### config.mk
export PLATFORM = sky130hd
export DESIGN_NAME = ipa_arbiter
export DESIGN_NICKNAME = d
export VERILOG_FILES = /design/src/rtl/ipa_pkg.sv /design/src/rtl/ipa_arbiter.sv /design/src/rtl/ipa_prio_mem.sv
export VERILOG_INCLUDE_DIRS = /design/src /design/src/rtl
export SDC_FILE = /design/constraint.sdc
export NUM_CORES = 1
export LEC_CHECK = 0
export BUFFER_PORTS_ARGS = -buffer_cell sky130_fd_sc_hd__buf_2
export CAP_MARGIN = 15
export CORE_UTILIZATION = 50
export DETAILED_ROUTE_END_ITERATION = 6
export PLACE_DENSITY = 0.75
export SLEW_MARGIN = 20
export SYNTH_ARGS = -nofsm -noshare
export SYNTH_HDL_FRONTEND = slang
export SYNTH_HIERARCHICAL = 1
export SYNTH_SLANG_ARGS = --single-unit
### constraint.sdc
create_clock -name clk -period 51.8 [get_ports clk]
set_input_delay 2.59 -clock clk [delete_from_list [all_inputs] [get_ports clk]]
set_output_delay 2.59 -clock clk [all_outputs]
set_load 0.01 [all_outputs]
### src/rtl/ipa_consts.svh
// constants of the interrupt priority arbiter: offsets, fields, resets
// assumes inclusion by bare name from the package and the modules
`ifndef IPA_CONSTS_SVH
`define IPA_CONSTS_SVH
`define IPA_NSRC 32
`define IPA_SRC_W 5
`define IPA_IMPL_BITS 3
`define IPA_PRIO_W 8
`define IPA_OFS_CTRL 8'h00
`define IPA_OFS_GROUP 8'h04
`define IPA_OFS_EN_SET 8'h08
`define IPA_OFS_EN_CLR 8'h0c
`define IPA_OFS_VTBASE 8'h10
`define IPA_OFS_STATUS 8'h14
`define IPA_OFS_ACTIVE 8'h18
`define IPA_OFS_DONE 8'h1c
`define IPA_OFS_PEND 8'h20
`define IPA_OFS_PRIO0 8'h40
`define IPA_OFS_PRIO_LAST 8'hbc
`define IPA_GROUP_RST 3'h0
`define IPA_VT_ALIGN 10
`define IPA_VT_RST 32'h00000000
`define IPA_NO_RUN 3'h7
`endif

### src/rtl/ipa_pkg.sv
// types of the interrupt priority arbiter
// assumes ipa_consts.svh lies beside it
`include "ipa_consts.svh"
`default_nettype none
package ipa_pkg;
  typedef logic [`IPA_PRIO_W-1:0] ipa_prio_t;
  typedef struct packed {
    logic [7:0] addr;
    logic [31:0] wdata;
    logic wr;
    logic rd;
  } ipa_bus_s;
  typedef struct packed {
    logic valid;
    logic [`IPA_SRC_W-1:0] id;
    logic [`IPA_IMPL_BITS-1:0] level;
  } ipa_win_s;
  typedef enum logic [2:0] {
    IPA_IDLE = 3'h1,
    IPA_REQ = 3'h2,
    IPA_RUN = 3'h4
  } ipa_state_e;
endpackage
`default_nettype wire

### src/rtl/ipa_arbiter.sv
// interrupt priority arbiter: enables, priorities, grouping, vector address
// assumes sources are level requests synchronous to clk
`include "ipa_consts.svh"
`default_nettype none
module ipa_arbiter
  import ipa_pkg::*;
(
  input wire logic clk,
  input wire logic sys_rst,
  input wire logic [`IPA_NSRC-1:0] src_req,
  input wire logic [7:0] addr,
  input wire logic [31:0] wdata,
  input wire logic wr,
  input wire logic rd,
  output logic [31:0] rdata,
  output logic core_irq,
  output logic [`IPA_SRC_W-1:0] core_src,
  output logic [31:0] vector_addr,
  output logic running
);
  ipa_bus_s bus;
  assign bus = '{addr: addr, wdata: wdata, wr: wr, rd: rd};

  logic [`IPA_NSRC-1:0] source_enable;
  logic [2:0] preempt_bit_count;
  logic global_mask;
  logic [31:0] vt_base;
  logic [`IPA_IMPL_BITS-1:0] run_level;
  logic [`IPA_SRC_W-1:0] run_src;
  ipa_state_e state;
  ipa_state_e next_state;
  ipa_win_s win;
  ipa_prio_t prio_rdata;
  logic [`IPA_NSRC*`IPA_IMPL_BITS-1:0] levels;
  logic rd_prio_q;

  // register decode
  wire sel_ctrl = bus.addr == `IPA_OFS_CTRL;
  wire sel_group = bus.addr == `IPA_OFS_GROUP;
  wire sel_en_set = bus.addr == `IPA_OFS_EN_SET;
  wire sel_en_clr = bus.addr == `IPA_OFS_EN_CLR;
  wire sel_vt = bus.addr == `IPA_OFS_VTBASE;
  wire sel_status = bus.addr == `IPA_OFS_STATUS;
  wire sel_active = bus.addr == `IPA_OFS_ACTIVE;
  wire sel_done = bus.addr == `IPA_OFS_DONE;
  wire sel_pend = bus.addr == `IPA_OFS_PEND;
  wire sel_prio = bus.addr >= `IPA_OFS_PRIO0 &&
    bus.addr <= `IPA_OFS_PRIO_LAST && bus.addr[1:0] == 2'h0;
  // priority bytes start at their own base, not at offset zero
  wire [7:0] prio_ofs = bus.addr - `IPA_OFS_PRIO0;
  wire [`IPA_SRC_W-1:0] prio_idx = prio_ofs[`IPA_SRC_W+1:2];
  wire priority_write = bus.wr && sel_prio;
  wire grouping_write = bus.wr && sel_group;
  wire source_enable_set = bus.wr && sel_en_set;
  wire source_enable_clear = bus.wr && sel_en_clr;
  wire ack_write = bus.wr && sel_active;
  wire done_write = bus.wr && sel_done;
  wire ctrl_write = bus.wr && sel_ctrl;
  wire vt_write = bus.wr && sel_vt;

  // a mask write acts on the line at the edge that stores it
  wire next_global_mask = ctrl_write ? bus.wdata[0] : global_mask;
  wire [`IPA_NSRC-1:0] set_bits = source_enable_set ? bus.wdata : '0;
  wire [`IPA_NSRC-1:0] clr_bits = source_enable_clear ? bus.wdata : '0;
  wire [`IPA_NSRC-1:0] next_source_enable =
    (source_enable | set_bits) & ~clr_bits;
  // low address bits are dropped so the table stays on a 1 kB boundary
  wire [31:0] next_vt_base = vt_write ?
    {bus.wdata[31:`IPA_VT_ALIGN], `IPA_VT_ALIGN'(0)} : vt_base;

  ipa_prio_mem u_mem (
    .clk(clk),
    .sys_rst(sys_rst),
    .wr(priority_write),
    .waddr(prio_idx),
    .wdata(bus.wdata[`IPA_PRIO_W-1:0]),
    .raddr(prio_idx),
    .rdata(prio_rdata),
    .levels(levels)
  );

  // eligible sources: asserted and individually enabled
  wire [`IPA_NSRC-1:0] eligible = src_req & source_enable;

  // fixed scan from the highest number down keeps the lowest on ties
  always_comb begin
    win = '{valid: 1'b0, id: '0, level: '1};
    for (int i = `IPA_NSRC-1; i >= 0; i--) begin
      if (eligible[i] &&
          (!win.valid ||
           levels[i*`IPA_IMPL_BITS +: `IPA_IMPL_BITS] <= win.level)) begin
        win.valid = 1'b1;
        win.id = i[`IPA_SRC_W-1:0];
        win.level = levels[i*`IPA_IMPL_BITS +: `IPA_IMPL_BITS];
      end
    end
  end

  // grouping above the implemented width saturates to full preempt
  wire [2:0] eff_bits = (preempt_bit_count >= 3'(`IPA_IMPL_BITS)) ?
    3'(`IPA_IMPL_BITS) : preempt_bit_count;
  wire [`IPA_IMPL_BITS-1:0] grp_mask =
    ~(3'h7 >> eff_bits);
  wire [`IPA_IMPL_BITS-1:0] win_grp = win.level & grp_mask;
  wire [`IPA_IMPL_BITS-1:0] run_grp = run_level & grp_mask;
  // only a strictly more urgent group preempts a running handler
  wire preempt = win.valid && (win_grp < run_grp);
  wire present = (state == IPA_IDLE && win.valid) ||
    (state == IPA_RUN && preempt);

  always_comb begin
    case (state)
      IPA_IDLE: next_state = win.valid ? IPA_REQ : IPA_IDLE;
      IPA_REQ: next_state = ack_write ? IPA_RUN : IPA_REQ;
      IPA_RUN: next_state = preempt ? IPA_REQ :
        (done_write ? IPA_IDLE : IPA_RUN);
      default: next_state = IPA_IDLE;
    endcase
  end

  always_ff @(posedge clk) begin
    if (sys_rst) begin
      source_enable <= '0;
      preempt_bit_count <= `IPA_GROUP_RST;
      global_mask <= 1'b1;
      vt_base <= `IPA_VT_RST;
    end else begin
      source_enable <= next_source_enable;
      if (grouping_write) begin
        preempt_bit_count <= bus.wdata[2:0];
      end
      global_mask <= next_global_mask;
      vt_base <= next_vt_base;
    end
  end

  logic next_core_irq;
  logic next_running;
  logic [`IPA_SRC_W-1:0] next_core_src;
  logic [31:0] next_vector_addr;
  logic [`IPA_IMPL_BITS-1:0] next_run_level;
  logic [`IPA_SRC_W-1:0] next_run_src;
  wire take_ack = state == IPA_REQ && ack_write;
  wire run_done = state == IPA_RUN && done_write && !preempt;

  always_comb begin
    next_core_src = core_src;
    next_vector_addr = vector_addr;
    next_run_level = run_level;
    next_run_src = run_src;
    if (present) begin
      next_core_src = win.id;
      next_vector_addr = vt_base + {25'h0, win.id, 2'h0};
    end
    // the running level is the one presented, frozen at acknowledge
    if (take_ack) begin
      next_run_level = levels[core_src*`IPA_IMPL_BITS +: `IPA_IMPL_BITS];
      next_run_src = core_src;
    end else if (run_done) begin
      next_run_level = `IPA_NO_RUN;
    end
    // mask gates the line only; enables stay untouched
    next_core_irq = (next_state == IPA_REQ) && !next_global_mask;
    next_running = next_state == IPA_RUN;
  end

  always_ff @(posedge clk) begin
    if (sys_rst) begin
      state <= IPA_IDLE;
      run_level <= `IPA_NO_RUN;
      run_src <= '0;
      core_irq <= 1'b0;
      core_src <= '0;
      vector_addr <= `IPA_VT_RST;
      running <= 1'b0;
    end else begin
      state <= next_state;
      core_src <= next_core_src;
      vector_addr <= next_vector_addr;
      run_level <= next_run_level;
      run_src <= next_run_src;
      core_irq <= next_core_irq;
      running <= next_running;
    end
  end

  logic [31:0] rd_mux;
  assign rd_mux = sel_ctrl ? {31'h0, global_mask} :
    sel_group ? {29'h0, preempt_bit_count} :
    (sel_en_set || sel_en_clr) ? source_enable :
    sel_vt ? vt_base :
    sel_status ? {21'h0, run_level, 3'h0, run_src} :
    sel_active ? {26'h0, win.valid, win.id} :
    sel_pend ? eligible : 32'h0;

  logic [31:0] rd_q;
  always_ff @(posedge clk) begin
    if (sys_rst) begin
      rd_q <= '0;
      rd_prio_q <= 1'b0;
    end else begin
      rd_q <= bus.rd ? rd_mux : 32'h0;
      rd_prio_q <= bus.rd && sel_prio;
    end
  end
  // priority reads come from the store's registered port
  assign rdata = rd_prio_q ? {24'h0, prio_rdata} : rd_q;
endmodule
`default_nettype wire

### src/rtl/ipa_prio_mem.sv
// per-source priority byte store with registered read port
// assumes one clock, synchronous active-high reset
`include "ipa_consts.svh"
`default_nettype none
module ipa_prio_mem
  import ipa_pkg::*;
(
  input wire logic clk,
  input wire logic sys_rst,
  input wire logic wr,
  input wire logic [`IPA_SRC_W-1:0] waddr,
  input wire ipa_prio_t wdata,
  input wire logic [`IPA_SRC_W-1:0] raddr,
  output ipa_prio_t rdata,
  output logic [`IPA_NSRC*`IPA_IMPL_BITS-1:0] levels
);
  ipa_prio_t mem [`IPA_NSRC];
  always_ff @(posedge clk) begin
    if (sys_rst) begin
      for (int i = 0; i < `IPA_NSRC; i++) begin
        mem[i] <= 8'h00;
      end
      rdata <= 8'h00;
    end else begin
      if (wr) begin
        mem[waddr] <= wdata;
      end
      rdata <= mem[raddr];
    end
  end
  // only the upper implemented bits take part in arbitration
  for (genvar g = 0; g < `IPA_NSRC; g++) begin : g_lv
    assign levels[g*`IPA_IMPL_BITS +: `IPA_IMPL_BITS] =
      mem[g][`IPA_PRIO_W-1 -: `IPA_IMPL_BITS];
  end
endmodule
`default_nettype wire

======== Word level (Yosys, flattened, before mapping) ========
Memory sizes are Yosys's and may differ from the RTL's. A register that Yosys moved wholly into a read port is not among the register bits.
Index checks and enable logic that the tools add are counted.
cells by class
  $add $sub $neg .......................... 2
  $mul .................................... 1
  order comparisons ....................... 35
  equal/unequal tests ..................... 13
  shift-type cells ........................ 2
  multiplexer cells ....................... 59
  bitwise logic cells ..................... 8
  reductions and logical operators ........ 122
operators by type and width
  operator                                                                number
  9-bit 2-to-1 mux                                                        32
  32-bit 2-to-1 mux                                                       8
  96-bit by 8-bit variable part select with 3-bit output                  1
  3-bit <= comparator                                                     31
  32-bit bitwise AND                                                      2
  1-bit logical AND                                                       49
  1-bit zero test                                                         33
  1-bit logical OR                                                        33
  32-bit by 7-bit adder with 32-bit output                                1
  8-bit by 5-bit equality test with 1-bit output (second input constant)  4
  32-bit NOT                                                              1
  32-bit bitwise OR                                                       1
  3-bit 2-to-1 mux                                                        7
  8-bit by 4-bit equality test with 1-bit output (second input constant)  2
  3-bit one-hot mux with 3 select lines                                   1
  8-bit by 3-bit equality test with 1-bit output (second input constant)  1
  8-bit by 6-bit equality test with 1-bit output (second input constant)  1
  8-bit by 7-bit >= comparator with 1-bit output (second input constant)  1
  8-bit <= comparator (second input constant)                             1
  8-bit zero test                                                         1
  1-bit 2-to-1 mux                                                        8
  8-bit 2-to-1 mux                                                        1
  8-bit OR reduction                                                      1
  5-bit by 2-bit multiplier with 7-bit output (second input constant)     1
  17 further kinds                                                        20
storage, ports and cells
  register bits ........................... 141
  RAM bits ................................ 256
  bits of input ports ..................... 76
  output and inout port bits .............. 71
  logic and storage cells ................. 258
  memories ................................ 1
memories
  name       words  width  read ports  clocked after Yosys merged registers in  write ports  RTL line            RTL
  u_mem.mem  32     8      33          1                                        32           ipa_prio_mem.sv:17  ipa_prio_t mem [`IPA_NSRC];

======== Depth between registers and ports, before layout ========
  depth in word-level cells ............... 133
  depth in mapped cells ................... 256
  gate-level depth less buffers ........... 246

======== Modules after synthesis ========
Netlist, hierarchy kept.
modules (own cells, without submodules)
  module        times used  cells an instance  area an instance (um2)  seq. area each (um2)
  ipa_prio_mem  1           884                12977.4                 7847.5
  ipa_arbiter   1           1475               11464.7                 2622.5

======== Worst setup path after synthesis ========
No wires, ideal clock.
  kind .................................... input to register
  from .................................... input port src_req[31]
  to ...................................... register core_src[3]
  library setup time ...................... 0.123 ns
  arrival time ............................ 44.621 ns
  required time ........................... 51.677 ns
  slack ................................... 7.056 ns
  stages .................................. 237
  path buffers ............................ 9
  cells stage by stage .................... nand2_1 nor2_1 ha_1 and3b_1 o21ai_0 a211oi_1 or2_2 ha_1 nand3_1 a21boi_0 a21oi_1 o21a_1 ha_1 a21oi_1 o21ai_0 a31oi_1 nand2b_1 nand2_1 (+201 left out) a31oi_1 o31ai_1 and3_1 clkbuf_1 o21a_1 ha_1 a21o_1 a21oi_1 a31oi_1 a21o_1 o32ai_1 a21oi_2 ha_1 nand3_1 or3_1 o21a_1 a21boi_4 mux2_1
between the ends
  longest elaborated chain between the ends .. 131
  elaborated cells between the ends (all ways) .. 163
  those cells by class .................... 32 x order compare; 32 x mux; 2 x bitwise; 97 x reduce/logical
RTL lines
  what                                                           RTL line                              RTL
  start: declaration                                             ipa_arbiter.sv:10                     input wire logic [`IPA_NSRC-1:0] src_req,
  32-bit bitwise AND (*)                                         ipa_arbiter.sv:83                     wire [`IPA_NSRC-1:0] eligible = src_req & source_enable;
  9-bit 2-to-1 mux (*)                                           ipa_arbiter.sv:89                     if (eligible[i] &&
  3-bit <= comparator / 1-bit zero test (equally long branches)  ipa_arbiter.sv:91, ipa_arbiter.sv:90
  1-bit logical OR                                               ipa_arbiter.sv:90                     (!win.valid ||
  1-bit logical AND                                              ipa_arbiter.sv:89
  9-bit 2-to-1 mux (*)                                           ipa_arbiter.sv:89
  3-bit <= comparator / 1-bit zero test (equally long branches)  ipa_arbiter.sv:91, ipa_arbiter.sv:90
  1-bit logical OR                                               ipa_arbiter.sv:90
  (+115 left out)                                                --
  1-bit logical OR                                               ipa_arbiter.sv:90
  1-bit logical AND                                              ipa_arbiter.sv:89
  9-bit 2-to-1 mux (*)                                           ipa_arbiter.sv:89
  3-bit bitwise AND                                              ipa_arbiter.sv:104                    wire [`IPA_IMPL_BITS-1:0] win_grp = win.level & grp_mask;
  3-bit less-than comparator                                     ipa_arbiter.sv:107                    wire preempt = win.valid && (win_grp < run_grp);
  1-bit logical AND                                              ipa_arbiter.sv:107
  1-bit logical AND                                              ipa_arbiter.sv:109                    (state == IPA_RUN && preempt);
  1-bit logical OR                                               ipa_arbiter.sv:108                    wire present = (state == IPA_IDLE && win.valid) ||
  end signal: assignment                                         ipa_arbiter.sv:178                    core_src <= next_core_src;
  end: declaration                                               ipa_arbiter.sv:17                     output logic [`IPA_SRC_W-1:0] core_src,
Mark *: on every way between the ends. The rest lies on a longest branch, timed or not.
A chain may end at the register's enable or synchronous reset.

======== Worst setup path after layout ========
  from .................................... input port src_req[31]
  to ...................................... register vector_addr[26]
between the ends
  longest elaborated chain between the ends .. 131
  elaborated cells between the ends (all ways) .. 164
  those cells by class .................... 1 x add/sub; 32 x order compare; 32 x mux; 2 x bitwise; 97 x reduce/logical
RTL lines
  what                                                                                              RTL line                              RTL
  32-bit bitwise AND (*)                                                                            ipa_arbiter.sv:83
  9-bit 2-to-1 mux (*)                                                                              ipa_arbiter.sv:89
  3-bit <= comparator / 1-bit zero test (equally long branches)                                     ipa_arbiter.sv:91, ipa_arbiter.sv:90
  1-bit logical OR                                                                                  ipa_arbiter.sv:90
  1-bit logical AND                                                                                 ipa_arbiter.sv:89
  9-bit 2-to-1 mux (*)                                                                              ipa_arbiter.sv:89
  3-bit <= comparator / 1-bit zero test (equally long branches)                                     ipa_arbiter.sv:91, ipa_arbiter.sv:90
  1-bit logical OR                                                                                  ipa_arbiter.sv:90
  (+111 left out)                                                                                   --
  1-bit logical OR                                                                                  ipa_arbiter.sv:90
  1-bit logical AND                                                                                 ipa_arbiter.sv:89
  9-bit 2-to-1 mux (*)                                                                              ipa_arbiter.sv:89
  3-bit <= comparator / 1-bit zero test (equally long branches)                                     ipa_arbiter.sv:91, ipa_arbiter.sv:90
  1-bit logical OR                                                                                  ipa_arbiter.sv:90
  1-bit logical AND                                                                                 ipa_arbiter.sv:89
  9-bit 2-to-1 mux (*)                                                                              ipa_arbiter.sv:89
  parallel branches: the longest is 5 deep, another holds 32-bit by 7-bit adder with 32-bit output  --
  end signal: assignment                                                                            ipa_arbiter.sv:174                    vector_addr <= `IPA_VT_RST;
  end signal: assignment                                                                            ipa_arbiter.sv:179                    vector_addr <= next_vector_addr;
  end: declaration                                                                                  ipa_arbiter.sv:18                     output logic [31:0] vector_addr,
Mark *: on every way between the ends.

==> results.py <==
metrics = {
    "run_status": {
        "status": "complete, but fails checks",
        "violations": "design-rule violations",
    },
    "floorplanning": {
        "die_area_mm2": 0.0498,
        "floorplan.die.height_um": 223,
        "die_w_um": 223,
        "rows": 80,
        "io_pins": 147,
        "initial_core_util_pct": 51.0,
        "core_mm2": 0.0479,
    },
    "synthesis": {
        "synth.area.mux_share_pct": 13.1,
        "synth_most_common_cell": "and2_1",
        "ys.flop_type": "edfxtp_1",
        "synth_edf_count": 256,
        "synth-simple-area-share_pct": 19.5,
        "yosysTopAreaCell": "edfxtp_1",
        "ys_top_cells_by_area": "edfxtp_1 31%, dfxtp_1 11%, and2_1 7.0%",
        "synth_cells": 2359,
        "synth_fa_ha_area_share_pct": 4.86,
        "netlist_area_mm2": 0.0244,
        "netlist.area_leader.share_pct": 31.5,
        "ys_seq_area_share_pct": 42.8,
        "yosysWarnings": 6,
        "synthArstFlopShare_pct": 0,
        "avgSynthCellArea_um2": 10.4,
        "synth_top_family_by_area": "simple AND/OR/NAND/NOR gates",
        "synth_cell_type_count": 87,
        "netlist_top_cells_count": "275 x and2_1, 256 x edfxtp_1, 184 x nor2_1, 172 x nand2_1, 139 x dfxtp_1",
        "synth_compound_area_share_pct": 12.6,
        "synth-xor-area-share_pct": 0.0358,
        "synth_seq_cells": 395,
    },
    "setup_path": {
        "crit_path_top_delay_cell": "o311ai_4",
        "path_class": "in2reg",
        "path_max_fanout": 22,
        "endpoint_kind": "flop",
        "r2r.worst_path.cells": 240,
        "cp.required_ns": 52.30,
        "crit_top_cell": "ha_1",
        "crit_buf_inv": 16,
        "r2r-end": "vector_addr[26]",
        "critPathArrivalTime_ns": 48.72,
        "cp-start-kind": "primary input",
        "r2r_slack_ns": 5.23,
        "path_delay_family": "compound AO/OA/AOI/OAI gates",
        "reg2reg_from": "source_enable[31]",
        "critPathMaxStageDelay_ns": 0.43,
    },
    "cts": {
        "clkTransAtPathRegs_ns": 0.06,
        "ctsLongestPathBuffers": 3,
        "htree_levels": 2,
        "cts_hold_buf": 0,
        "cts.sinks": 395,
        "insertion_delay_ns": 0.58,
        "numCtsBuffers": 41,
        "root_buffer": "clkbuf_16",
        "cts_tree": "yes",
    },
    "grt": {
        "antenna_found_initial": 7,
        "grtUsageTotal_pct": 27.7,
        "grt_max_degree": 85,
        "first_global_vias": 17950,
        "grt_first_pass_wirelength_um": 106000,
        "grt_remaining_overflow": 0,
    },
    "timing": {
        "tightest_slew_ns": 1.09,
        "final-hold-violation-count": 0,
        "skew_ns": 0.0175,
        "slew-limit-headroom_pct": 27.6,
        "fin_crit_sh_pct": 93.1,
        "min_period_ns": 48.22,
        "tns_ns": 0,
        "slew_viol_final": 0,
        "clock.fmax_mhz": 20.7,
        "setup_viol": 0,
        "holdWs_ns": 0.473,
    },
    "pwr": {
        "ir_worst_vdd_mv": 0.0247,
        "leakagePower_nw": 10.7,
        "seq_power_share_pct": 50.6,
        "combPwrFrac_pct": 7.7,
        "p_int_w": 0.000534,
        "swShare_pct": 23.8,
        "power.clock.fraction_pct": 41.7,
        "p_switching_w": 0.000167,
        "power_density_mw_per_mm2": 26.7,
    },
    "cells_and_area": {
        "fin_nets": 2518,
        "areaGrowthSynthToFinish_pct": 7.50,
        "drive_above_1_share_pct": 16.6,
        "fill_cells": 4115,
    },
    "detailed_routing": {
        "wl_per_cell_um": 23.3,
        "drtPass1Iterations": 7,
        "vias_per_cell": 6.21,
        "drtIter0Drc": 2045,
        "ant_nets": 0,
        "drc": 9,
        "vias": 18586,
        "totalWireLength_um": 69700,
    },
    "placed_design": {
        "portBuffers": 141,
        "place_congestion": 0.961,
        "hpwl_um": 51400,
    },
    "hold_path": {
        "hold_class": "reg2reg",
        "holdPathStages": 2,
        "min_from": "vector_addr[19]",
        "hold_end": "vector_addr[19]",
    },
    "run": {
        "max-cap-violations": 0,
    },
}
[flip-flops by register name, summed over array words and instances (netlist names)]
name / count
running: 1
run_src: 5
u_mem/rdata: 8
vector_addr: 23
u_mem/mem: 256
rd_q: 32
state: 3
vt_base: 22
core_irq: 1
global_mask: 1
source_enable: 32
run_level: 3
preempt_bit_count: 3
core_src: 4
rd_prio_q: 1
[layout make-up]
type                       instances  area (um^2)  share of cell area, %
clock inverter                    12          166                  0.633
multi-input combinational       1657        12500                   47.4
tap                              615          769                   2.93
inverter                          86          323                   1.23
clock buffer                      61         1160                   4.42
antenna                            3         7.51                 0.0286
sequential                       395        10500                   39.9
timing repair buffer             166          917                   3.49
[what timing repair did]
item                                    4_1_cts  5_1_grt
resized for setup                             1       34
pin swaps                                     0        4
endpoints found under the setup margin       13       40
setup buffers                                 0       11
[metal layers]
| metal | part of all wire [%] | global-route usage, % | vias up |
|---|---|---|---|
| met5 | 0.036 | 0 | - |
| met4 | 3.2 | 9.88 | 4 |
| met3 | 6.8 | 3.63 | 130 |
| met1 | 45 | 39.2 | 9178 |
| li1 | - | - | 8452 |
| met2 | 45 | 43.6 | 822 |
[cells in the final DEF (no fill, tap or decap), types with 9 or more instances in the layout]
master / n
dfxtp_1: 138
ha_1: 95
buf_2: 138
buf_4: 26
a221o_1: 10
a222oi_1: 9
nand2_1: 171
mux2i_1: 81
inv_1: 85
edfxtp_1: 256
a221oi_1: 9
nor3b_1: 9
nor2_1: 184
o21ai_0: 58
and3_1: 16
and2_1: 274
mux2_2: 29
nand2b_1: 67
clkbuf_1: 14
or2_2: 43
mux4_2: 55
mux4_1: 31
clkbuf_16: 41
nand3_1: 43
a31oi_1: 24
a211oi_1: 12
nor3_1: 19
a21oi_1: 115
o21a_1: 14
a22oi_1: 38
a21o_1: 53
nor2b_1: 47
[logic make-up (layout without fill, tap and decap cells)]
logic type / after synthesis / count (layout)
simple gates: 908 / 908
compound gates: 451 / 451
flops: 395 / 395
buf+inv: 311 / 325
mux: 197 / 197
fa+ha+maj: 95 / 95
other cells: 1 / 8
xor+xnor: 1 / 1
[power by group through the flow]
stage	Clock, W	Combinational, W	Sequential, W
after floorplan	0	0.0000426	0.000354
after global placement	0	0.0000512	0.000360
after detailed placement	0	0.0000525	0.000361
after CTS	0.000297	0.0000528	0.000354
after global routing	0.000308	0.0000578	0.000356
final	0.000292	0.0000541	0.000355
[worst min-delay path: cells and delay by family, from the launching register on]
kind	cells	cell delay, ns
muxes	1	0.06
and+or+nand+nor	1	0.06
DFF	1	0.30
[worst max-delay path by stage]
stage / startpoint / endpoint / depth (start not counted)
6_report: src_req[31] / vector_addr[26] / 241
3_3_place_gp: src_req[31] / vector_addr[23] / 236
4_1_cts: src_req[31] / vector_addr[14] / 236
2_1_floorplan: src_req[31] / core_src[3] / 237
5_1_grt: src_req[31] / vector_addr[22] / 242
3_5_place_dp: src_req[31] / vector_addr[25] / 236
[per-stage QoR]
step | power (W) | std cells | util [%] | setup slack [ns] | instance area [um^2]
after floorplan | 0.000397 | 2363 | - | 7.06 | 24500
after global placement | 0.000412 | 2908 | 51.4 | 1.11 | 24600
after detailed placement | 0.000414 | 2908 | 51.4 | -0.356 | 24600
after CTS | 0.000705 | 2981 | 54.2 | 0.322 | 26000
after global routing | 0.000721 | 2995 | 54.8 | -0.0527 | 26300
final | 0.000701 | 2995 | 54.8 | 3.58 | 26300
(Power assumes the default switching activity.)
